File: config.mk
export PLATFORM = sky130hd
export DESIGN_NAME = pif_flags
export DESIGN_NICKNAME = d
export VERILOG_FILES = /design/src/pkg/pif_pkg.sv /design/src/verilog/pif_flags.sv
export SDC_FILE = /design/constraint.sdc
export NUM_CORES = 1
export LEC_CHECK = 0
export ABC_AREA = 0
export BUFFER_PORTS_ARGS = -buffer_cell sky130_fd_sc_hd__buf_4
export CORE_MARGIN = 5
export CORE_UTILIZATION = 50
export DETAILED_ROUTE_END_ITERATION = 10
export PLACE_DENSITY = 0.77
export SYNTH_ARGS = -nofsm -noshare
export SYNTH_HDL_FRONTEND = slang
export SYNTH_SLANG_ARGS = --single-unit
export TNS_END_PERCENT = 20
File: constraint.sdc
create_clock -name i_clock -period 1.6 [get_ports i_clock]
set_input_delay 0.32 -clock i_clock [delete_from_list [all_inputs] [get_ports i_clock]]
set_output_delay 0.32 -clock i_clock [all_outputs]
set_load 0.02 [all_outputs]
File: src/pkg/pif_pkg.sv
// Constants, field layout and event carrier for the peripheral irq flags
// ============================================================
// Summary of operation
// - Third enable: capture2 bit 7, nvm done bit 6, timer1 gate bit 5.
// - Second and third group requests also need the peripheral group enable.
// - Flags set by hardware regardless of enables, so software can poll.
// - Request 0 bit 5 sets on timer0 overflow, stays until written zero.
// - Request 0 bit 4 is read-only OR of all per-pin change flags.
// - Request 0 bit 0 sets on selected external edge; read/write.
// - Request 1 bit 7 sets on capture unit 1 event; software clears.
// - Request 1 bits 6,5,1,0: timer2, timer1, sync port, converter events.
// - Request 1 bit 4 read-only, high while receive buffer holds a byte.
// - Request 1 bit 3 read-only, high while transmit buffer is empty.
// - Request 1 bit 2 sets on sync port bus collision; software clears.
// - Request 2 bit 7 sets on capture unit 2 event; software clears.
// - Request 2 bit 6 sets when nonvolatile memory operation completes.
// - Request 2 bit 5 sets when timer1 gate goes inactive.
// - Global enable gates the core interrupt request; wake ignores it.
// - First group needs only the global enable.
package pif_pkg;

	// ============================================================
	// Register offsets
	localparam logic [11:0] PIF_OFS_CONTROL = 12'h00b;
	localparam logic [11:0] PIF_OFS_REQ0    = 12'h70c;
	localparam logic [11:0] PIF_OFS_REQ1    = 12'h70d;
	localparam logic [11:0] PIF_OFS_REQ2    = 12'h70e;
	localparam logic [11:0] PIF_OFS_EN0     = 12'h716;
	localparam logic [11:0] PIF_OFS_EN1     = 12'h717;
	localparam logic [11:0] PIF_OFS_EN2     = 12'h718;

	// ============================================================
	// Field positions
	localparam int PIF_B_GLOBAL   = 7;
	localparam int PIF_B_PGROUP   = 6;
	localparam int PIF_B_EDGE_SEL = 0;
	localparam int PIF_B_TIMER0   = 5;
	localparam int PIF_B_PINCHG   = 4;
	localparam int PIF_B_EXTEDGE  = 0;
	localparam int PIF_B_CAPT1    = 7;
	localparam int PIF_B_TIMER2   = 6;
	localparam int PIF_B_TIMER1   = 5;
	localparam int PIF_B_RXREADY  = 4;
	localparam int PIF_B_TXEMPTY  = 3;
	localparam int PIF_B_COLLIDE  = 2;
	localparam int PIF_B_SYNCPORT = 1;
	localparam int PIF_B_CONVERT  = 0;
	localparam int PIF_B_CAPT2    = 7;
	localparam int PIF_B_NVMDONE  = 6;
	localparam int PIF_B_T1GATE   = 5;

	// ============================================================
	// Reset values and writable masks
	localparam logic [7:0] PIF_RST_CONTROL = 8'h01;
	localparam logic [7:0] PIF_RST_ZERO    = 8'h00;
	localparam logic [7:0] PIF_WM_CONTROL  = 8'hc1;
	localparam logic [7:0] PIF_WM_REQ0     = 8'h21;
	localparam logic [7:0] PIF_WM_REQ1     = 8'he7;
	localparam logic [7:0] PIF_WM_REQ2     = 8'he0;
	localparam logic [7:0] PIF_WM_EN0      = 8'h31;
	localparam logic [7:0] PIF_WM_EN1      = 8'hff;
	localparam logic [7:0] PIF_WM_EN2      = 8'he0;

	// ============================================================
	// One-cycle event pulses from the peripherals
	typedef struct packed {
		logic timer0_overflow;
		logic capture1;
		logic timer2;
		logic timer1;
		logic bus_collision;
		logic sync_port;
		logic converter;
		logic capture2;
		logic nvm_done;
		logic timer1_gate;
	} pif_events_s;

endpackage

File: src/verilog/pif_flags.sv
// Peripheral interrupt request flags, enables and core request
`timescale 1ns/1ps
`default_nettype none
module pif_flags
	import pif_pkg::*;
#(
	parameter int PIN_FLAGS = 12
) (
	// Clock and reset
	input  wire logic                 i_clock,
	input  wire logic                 i_sys_rst,
	// Register port
	input  wire logic [11:0]          i_addr,
	input  wire logic [7:0]           i_wdata,
	input  wire logic                 i_wr,
	input  wire logic                 i_rd,
	output logic      [7:0]           o_rdata,
	// Peripheral events and levels
	input  wire pif_events_s          i_events,
	input  wire logic                 i_ext_pin,
	input  wire logic [PIN_FLAGS-1:0] i_per_pin_change_flags,
	input  wire logic                 i_serial_rx_ready,
	input  wire logic                 i_serial_tx_empty,
	// Core side
	output logic                      o_core_irq_req,
	output logic                      o_wake_req
);

	// ============================================================
	// State
	logic [7:0] ctrl_reg;
	logic [7:0] req0_reg;
	logic [7:0] req1_reg;
	logic [7:0] req2_reg;
	logic [7:0] en0_reg;
	logic [7:0] en1_reg;
	logic [7:0] en2_reg;
	logic [7:0] rdata_reg;
	logic       pin_prev_reg;
	logic       pin_valid_reg;

	// ============================================================
	// Address decode
	wire wr_ctrl = i_wr && (i_addr == PIF_OFS_CONTROL);
	wire wr_req0 = i_wr && (i_addr == PIF_OFS_REQ0);
	wire wr_req1 = i_wr && (i_addr == PIF_OFS_REQ1);
	wire wr_req2 = i_wr && (i_addr == PIF_OFS_REQ2);
	wire wr_en0  = i_wr && (i_addr == PIF_OFS_EN0);
	wire wr_en1  = i_wr && (i_addr == PIF_OFS_EN1);
	wire wr_en2  = i_wr && (i_addr == PIF_OFS_EN2);

	// ============================================================
	// External edge detect; first sample after reset is not an edge
	wire edge_rise = i_ext_pin && !pin_prev_reg;
	wire edge_fall = !i_ext_pin && pin_prev_reg;
	wire ext_edge  = pin_valid_reg &&
		(ctrl_reg[PIF_B_EDGE_SEL] ? edge_rise : edge_fall);

	// ============================================================
	// Hardware set vectors, enables not involved
	logic [7:0] set0;
	logic [7:0] set1;
	logic [7:0] set2;
	always_comb begin
		set0 = PIF_RST_ZERO;
		set1 = PIF_RST_ZERO;
		set2 = PIF_RST_ZERO;
		set0[PIF_B_TIMER0]   = i_events.timer0_overflow;
		set0[PIF_B_EXTEDGE]  = ext_edge;
		set1[PIF_B_CAPT1]    = i_events.capture1;
		set1[PIF_B_TIMER2]   = i_events.timer2;
		set1[PIF_B_TIMER1]   = i_events.timer1;
		set1[PIF_B_COLLIDE]  = i_events.bus_collision;
		set1[PIF_B_SYNCPORT] = i_events.sync_port;
		set1[PIF_B_CONVERT]  = i_events.converter;
		set2[PIF_B_CAPT2]    = i_events.capture2;
		set2[PIF_B_NVMDONE]  = i_events.nvm_done;
		set2[PIF_B_T1GATE]   = i_events.timer1_gate;
	end

	// ============================================================
	// Sticky update: a write replaces, but a same-cycle event still wins
	function automatic logic [7:0] sticky(
		input logic [7:0] cur,
		input logic [7:0] wd,
		input logic       wen,
		input logic [7:0] wm,
		input logic [7:0] hs
	);
		logic [7:0] base;
		base = wen ? wd : cur;
		return (base | hs) & wm;
	endfunction

	wire [7:0] req0_next = sticky(req0_reg, i_wdata, wr_req0,
		PIF_WM_REQ0, set0);
	wire [7:0] req1_next = sticky(req1_reg, i_wdata, wr_req1,
		PIF_WM_REQ1, set1);
	wire [7:0] req2_next = sticky(req2_reg, i_wdata, wr_req2,
		PIF_WM_REQ2, set2);

	// ============================================================
	// Read-only live bits overlaid on the stored flags
	logic [7:0] req0_view;
	logic [7:0] req1_view;
	always_comb begin
		req0_view = req0_reg;
		req1_view = req1_reg;
		req0_view[PIF_B_PINCHG]  = |i_per_pin_change_flags;
		req1_view[PIF_B_RXREADY] = i_serial_rx_ready;
		req1_view[PIF_B_TXEMPTY] = i_serial_tx_empty;
	end

	// ============================================================
	// Read mux; unmapped addresses answer zero
	wire [7:0] rd_mux =
		(i_addr == PIF_OFS_CONTROL) ? ctrl_reg  :
		(i_addr == PIF_OFS_REQ0)    ? req0_view :
		(i_addr == PIF_OFS_REQ1)    ? req1_view :
		(i_addr == PIF_OFS_REQ2)    ? req2_reg  :
		(i_addr == PIF_OFS_EN0)     ? en0_reg   :
		(i_addr == PIF_OFS_EN1)     ? en1_reg   :
		(i_addr == PIF_OFS_EN2)     ? en2_reg   : PIF_RST_ZERO;

	// ============================================================
	// Request qualification
	wire global_irq_enable  = ctrl_reg[PIF_B_GLOBAL];
	wire peripheral_group_enable = ctrl_reg[PIF_B_PGROUP];
	wire grp0 = |(req0_view & en0_reg);
	wire grp1 = |(req1_view & en1_reg) |
		|(req2_reg & en2_reg);
	// Wake ignores the gates, as a sleeping core still needs waking
	assign o_wake_req     = grp0 | grp1;
	assign o_core_irq_req = global_irq_enable & (grp0 | (peripheral_group_enable & grp1));
	assign o_rdata        = rdata_reg;

	// ============================================================
	// Flag registers
	always_ff @(posedge i_clock or posedge i_sys_rst) begin
		if (i_sys_rst) begin
			req0_reg <= PIF_RST_ZERO;
			req1_reg <= PIF_RST_ZERO;
			req2_reg <= PIF_RST_ZERO;
		end else begin
			req0_reg <= req0_next;
			req1_reg <= req1_next;
			req2_reg <= req2_next;
		end
	end

	// ============================================================
	// Control and enable registers
	always_ff @(posedge i_clock or posedge i_sys_rst) begin
		if (i_sys_rst) begin
			ctrl_reg <= PIF_RST_CONTROL;
			en0_reg  <= PIF_RST_ZERO;
			en1_reg  <= PIF_RST_ZERO;
			en2_reg  <= PIF_RST_ZERO;
		end else begin
			if (wr_ctrl) ctrl_reg <= i_wdata & PIF_WM_CONTROL;
			if (wr_en0)  en0_reg  <= i_wdata & PIF_WM_EN0;
			if (wr_en1)  en1_reg  <= i_wdata & PIF_WM_EN1;
			if (wr_en2)  en2_reg  <= i_wdata & PIF_WM_EN2;
		end
	end

	// ============================================================
	// Read data and pin history
	always_ff @(posedge i_clock or posedge i_sys_rst) begin
		if (i_sys_rst) begin
			rdata_reg     <= PIF_RST_ZERO;
			pin_prev_reg  <= 1'b0;
			pin_valid_reg <= 1'b0;
		end else begin
			rdata_reg     <= i_rd ? rd_mux : PIF_RST_ZERO;
			pin_prev_reg  <= i_ext_pin;
			pin_valid_reg <= 1'b1;
		end
	end
endmodule
`default_nettype wire

==> impl_metrics.ini, run 1 <==
[status]
status = finished with violations
violations = setup timing

[routing]
wl_per_cell_um = 17.58
finalWirelength_um = 6119
final_antenna_net_count = 0
drcViolationCount = 0
via_per_inst = 5.960
via_count = 2074
drtIter0Drc = 219
dr.pass1.iters = 6

[layout]
layout.nets = 346
fillers = 302
multi_input_area_um2 = 1062
fin_area_um2 = 3032
insertedDiodeCount = 0
seq_area_um2 = 952.2
area_growth_pct = 49.48
drive_above_1_share_pct = 48.32

[clock_tree]
clock_path_buffers = 2
cts_tree = yes
holdBufCountCts = 0
cts_buffers = 5
clock_latency_ps = 290
clock_sinks = 38
cts_max_level = 2
cts_root_buf = clkbuf_8
cts.clk_slew.worst_paths_ps = 80

[pwr]
p_total_mw = 2.225
ir_worst_vdd_v = 0.0006803
power_density_nw_per_um2 = 733.8
p_leak_nw = 1.428

[worst_setup_path]
crit_path_end_kind = primary output
start_kind = register
cp.arrival_ps = 1650
path_max_fanout = 2
critical_path_class = register to primary output
cp.required_ps = 1280

[die]
die_h_um = 73.69
start_util_pct = 51.07
core_um2 = 3971
die_w_um = 73.69
die_area_um2 = 5430
top_level_ports = 59
row_count = 23

[placement]
portBuffers = 58
placed_area_um2 = 2833
dpl.hpwl_um = 4665
finalWeightedCongestion = 0.8520

[timing]
final.setup_skew_ps = 3.548
hold_viol_final = 0
tightest_slew_ps = 555.6
hold_slack_ps = 135.8
fmax_ghz = 0.5068
min_period_ps = 1973
finalSetupViolCount = 2
rsz0062_at_grt = yes
post-route-period-util_pct = 123.3
slew_viol_final = 0
layout_setup_ws_ps = -373.3
maxSlewHeadroom_pct = 62.96

[synth]
synth_edf_count = 0
ys_seq_elements = 38
yosys.area.top_type = dfrtp_1
ys_async_sr_fraction_pct = 100.0
synth-seq-area-share_pct = 46.95
synth_commonest_cells = dfrtp_1 (37), nand2_1 (20), mux2_2 (13), nand3_1 (11), o21ai_0 (11)
synthFlopType = dfrtp_1
synth_top_area_share_pct = 45.65
synth_area_um2 = 2028
yosys-top-cells-area = dfrtp_1 (46%), mux2_2 (7.2%), nand2_1 (3.7%), nand3_1 (2.7%), o21ai_0 (2.7%)
syn_inst = 194
yosysUniqueCellTypes = 47
synth_most_common_cell = dfrtp_1
avgSynthCellArea_um2 = 10.45
ys_warn_count = 0
synthesis.nets = 243

[global_route]
grt_pass1_wl_um = 9597
antenna_found_initial = 0
grt_max_degree = 39
track_usage_pct = 23.41
grt_pass1_vias = 2056
overflow = 0

[run]
cap_violations = 0

[hold_path]
min_path_type = input pin to asynchronous set/reset pin
-- repair_timing --
action	CTS	global route
hold endpoints to repair	0	0
pin swaps	5	4
gates cloned	0	0
resized for setup	4	8
buffers inserted	0	1
endpoints found under the setup margin	2	14
-- cell usage in the layout (no fill, tap or decap), types with 3 or more instances in the layout --
cell / n
a211o_1: 4
a22oi_1: 7
a311oi_1: 3
and3_1: 3
buf_4: 99
clkbuf_8: 6
dfrtp_1: 37
inv_1: 7
mux2_2: 13
mux2_4: 3
nand2_1: 20
nand3_1: 10
nand3b_1: 6
nand4_1: 6
nor2_1: 9
nor2b_1: 4
o21ai_0: 10
o22ai_1: 3
-- kinds of logic (layout without fill, tap and decap cells) --
family	count (synthesis)	in the layout	share of synthesized area [%]
simple gates	83	83	25.11
compound gates	41	41	14.62
flops	38	38	46.95
mux	18	18	10.43
buf+inv	13	117	2.714
other cells	1	1	0.1849
-- per-layer routing --
metal | vias to the layer above | part of all wire [%] | global-route usage (%)
li1 | 942 | - | -
met1 | 1027 | 39 | 29.37
met2 | 96 | 50 | 39.96
met3 | 9 | 9.5 | 6.019
met4 | 0 | 1.2 | 6.036
met5 | - | 0 | 0
-- power by group --
| part | switching, mW | internal, mW | total, mW |
|---|---|---|---|
| Clock | 0.348 | 0.665 | 1.01 |
| Sequential | 0.00259 | 0.964 | 0.967 |
| Combinational | 0.112 | 0.133 | 0.245 |
-- per-stage QoR --
| stage | worst slack, ps | util, % | cells | setup TNS (ps) |
|---|---|---|---|---|
| after floorplan | -197.5 | - | 194 | -1101 |
| after global placement | -276.0 | 71.33 | 339 | -6803 |
| after detailed placement | -308.4 | 71.33 | 339 | -7538 |
| after CTS | -385.3 | 75.27 | 347 | -723.3 |
| after global routing | -449.6 | 76.34 | 348 | -853.3 |
| final | -373.3 | 76.34 | 348 | -676.2 |
-- worst max-delay path: stages (launching register included) --
cell      delay, ps
dfrtp_1         380
a22o_1          240
a221oi_2        190
and3_4          240
a21bo_2         130
a21boi_2         60
buf_6           130
-- cell type report --
| type | count | area share [%] |
|---|---|---|
| inverters | 7 | 0.8667 |
| multi-input cells | 143 | 35.04 |
| clock buffers | 6 | 2.724 |
| repair buffers | 102 | 25.92 |
| well taps | 50 | 2.064 |
| clock inverters | 2 | 1.981 |
| flip-flops and latches | 38 | 31.41 |
-- worst paths after layout --
| check | cells after the start | startpoint | end | slack, ps |
|---|---|---|---|---|
| setup / recovery | 6 | req1_reg[5] | o_core_irq_req | -370 |
| hold / removal | 3 | i_sys_rst | pin_prev_reg | 140 |
| setup reg to reg | 5 | req2_reg[6] | o_rdata[6] | 290 |
| hold reg to reg | 2 | pin_valid_reg | req0_reg[0] | 450 |
| max in group asynchronous | 3 | i_sys_rst | ctrl_reg[0] | 1120 |
| min in group i_clock | 1 | i_ext_pin | pin_prev_reg | 150 |
Note: power is estimated with default switching activity, not from simulation.
==> run 2: changes to the inputs <==
==> constraint.sdc (replaced) <==
create_clock -name i_clock -period 2.3 [get_ports i_clock]
set_input_delay 0.115 -clock i_clock [delete_from_list [all_inputs] [get_ports i_clock]]
set_output_delay 0.115 -clock i_clock [all_outputs]
set_load 0.02 [all_outputs]
==> run 2 against run 1 <==
Effect of this change: the flow now finishes without violations; wire length down 8.6%; clock power is 45% lower; global-route usage decreased by 1.4 points; core utilization fell by 9.6 points; critical path type unchanged.
==> impl_metrics.ini, run 2 (synthesized netlist as in run 1, its figures left out) <==
[status]
status = complete, no violations

[timing]
fmax_ghz = 0.5022
rsz0062_at_grt = no
min_period_ps = 1991
finalSetupViolCount = 0
slew_viol_final = 0
final.setup_skew_ps = 5.057
hold_viol_final = 0
post-route-period-util_pct = 86.57
tns_ps = 0
layout_setup_ws_ps = 308.8

[worst_setup_path]
cp.required_ps = 2180
critPathTopFamily = compound AO/OA/AOI/OAI gates
path_cells = a22o_1 -> a221oi_1 -> and3_1 -> a21bo_2 -> a21boi_0 -> buf_4
r2r_cells = 4
critical_path_class = register to primary output
cp.arrival_ps = 1880
rrSetupSlack_ps = 1110
max_stage_delay_ps = 420
slowest_stage = dfrtp_1
crit_buf_inv = 1
start_kind = register
worstReg2RegStart = req2_reg[6]
crit_path_end_kind = primary output
rr_endpoint = o_rdata[6]
path_max_fanout = 3

[global_route]
overflow = 0
track_usage_pct = 22.00
grt_max_degree = 39
grt_pass1_wl_um = 9032
grt_pass1_vias = 1861
antenna_found_initial = 0

[pwr]
p_sw_share_pct = 22.53
ir_worst_vdd_v = 0.0003321
clockPowerShare_pct = 40.3
power_frac_comb_pct = 10.8
switchingPower_mw = 0.3098
power_density_nw_per_um2 = 518.7
p_leak_nw = 1.202
internal-power_mw = 1.065
seqPwrFrac_pct = 49.0

[layout]
drive_above_1_share_pct = 36.29
final_common_cell = buf_4
stdcell_count = 309
mostFrequentLayoutCells = buf_4 (60), dfrtp_1 (37), nand2_1 (20), mux2_2 (13)
area_growth_pct = 30.72
layout.nets = 307
insertedDiodeCount = 0

[routing]
final_antenna_net_count = 0
via_per_inst = 5.916
via_count = 1828
dr.pass1.iters = 5
wl_per_cell_um = 18.11
drcViolationCount = 0
drtIter0Drc = 173
finalWirelength_um = 5595

[clock_tree]
clock_sinks = 38
cts_max_level = 2
cts_buffers = 5
cts_tree = yes
cts.clk_slew.worst_paths_ps = 80
clock_latency_ps = 300
cts_root_buf = clkbuf_8
clock_path_buffers = 2

[die]
start_util_pct = 51.07
die_area_um2 = 5430
top_level_ports = 59
die_h_um = 73.69
row_count = 23
die_w_um = 73.69
core_um2 = 3971

[hold_path]
min-delay-start = i_events[4]
min_path_type = input pin to register
hold-path-cell-count = 2
min_to = req1_reg[1]

[placement]
pre_cts_slack_ps = 509.5
dp_cells = 298
finalWeightedCongestion = 0.8614
dpl.hpwl_um = 4256
portBuffers = 58

[run]
cap_violations = 0
==> run 2: worst max-delay path by stage <==
stage / cells past startpoint / end / slack [ps] / from
6_report: 6 / o_core_irq_req / 310 / req1_reg[5]
5_1_grt: 6 / o_core_irq_req / 230 / req1_reg[5]
4_1_cts: 6 / o_core_irq_req / 310 / req1_reg[5]
3_5_place_dp: 5 / ctrl_reg[6] / 510 / i_addr[7]
3_3_place_gp: 5 / ctrl_reg[7] / 560 / i_addr[7]
2_1_floorplan: 5 / ctrl_reg[6] / 680 / i_addr[3]
==> run 2: layout make-up <==
type	count	area, µm²
Clock buffer	5	68.82
Tap cell	50	62.56
Clock inverter	3	40.04
Fill cell	322	1320
Sequential cell	38	952.2
Inverter	7	26.28
Timing Repair Buffer	63	480.5
Multi-Input combinational cell	143	1021
==> run 2: metrics by stage <==
stage | instance area [µm²] | util, % | total power [mW] | hold WS, ps
floorplan | 2028 | - | 0.7355 | 146.4
global placement | 2512 | 63.26 | 0.8278 | 243.1
finish | 2651 | 66.76 | 1.375 | 4.008
CTS | 2651 | 66.76 | 1.383 | 0.6734
detailed placement | 2512 | 63.26 | 0.8286 | 244.7
global route | 2651 | 66.76 | 1.420 | 4.610
==> run 2: per-layer routing <==
| layer | part of all wire, % | GRT usage [%] | vias up |
|---|---|---|---|
| met5 | 0 | 0 | - |
| met4 | 1.8 | 9.859 | 0 |
| met3 | 6.7 | 4.651 | 10 |
| met2 | 48 | 35.53 | 61 |
| met1 | 43 | 28.22 | 893 |
| li1 | - | - | 864 |
==> run 2: repair_timing <==
action / in CTS / in global routing
setup endpoints to repair: 0 / 0
hold buffers: 3 / 0
gates resized for setup: 0 / 0
setup buffers: 0 / 0
hold endpoints to repair: 39 / 0
==> run 2: power groups by stage <==
stage / Clock, mW / Sequential [mW] / Combinational, mW
3_5_place_dp: 0 / 0.686 / 0.142
5_1_grt: 0.586 / 0.673 / 0.161
2_1_floorplan: 0 / 0.685 / 0.0501
6_report: 0.554 / 0.673 / 0.148
3_3_place_gp: 0 / 0.686 / 0.142
4_1_cts: 0.563 / 0.673 / 0.147
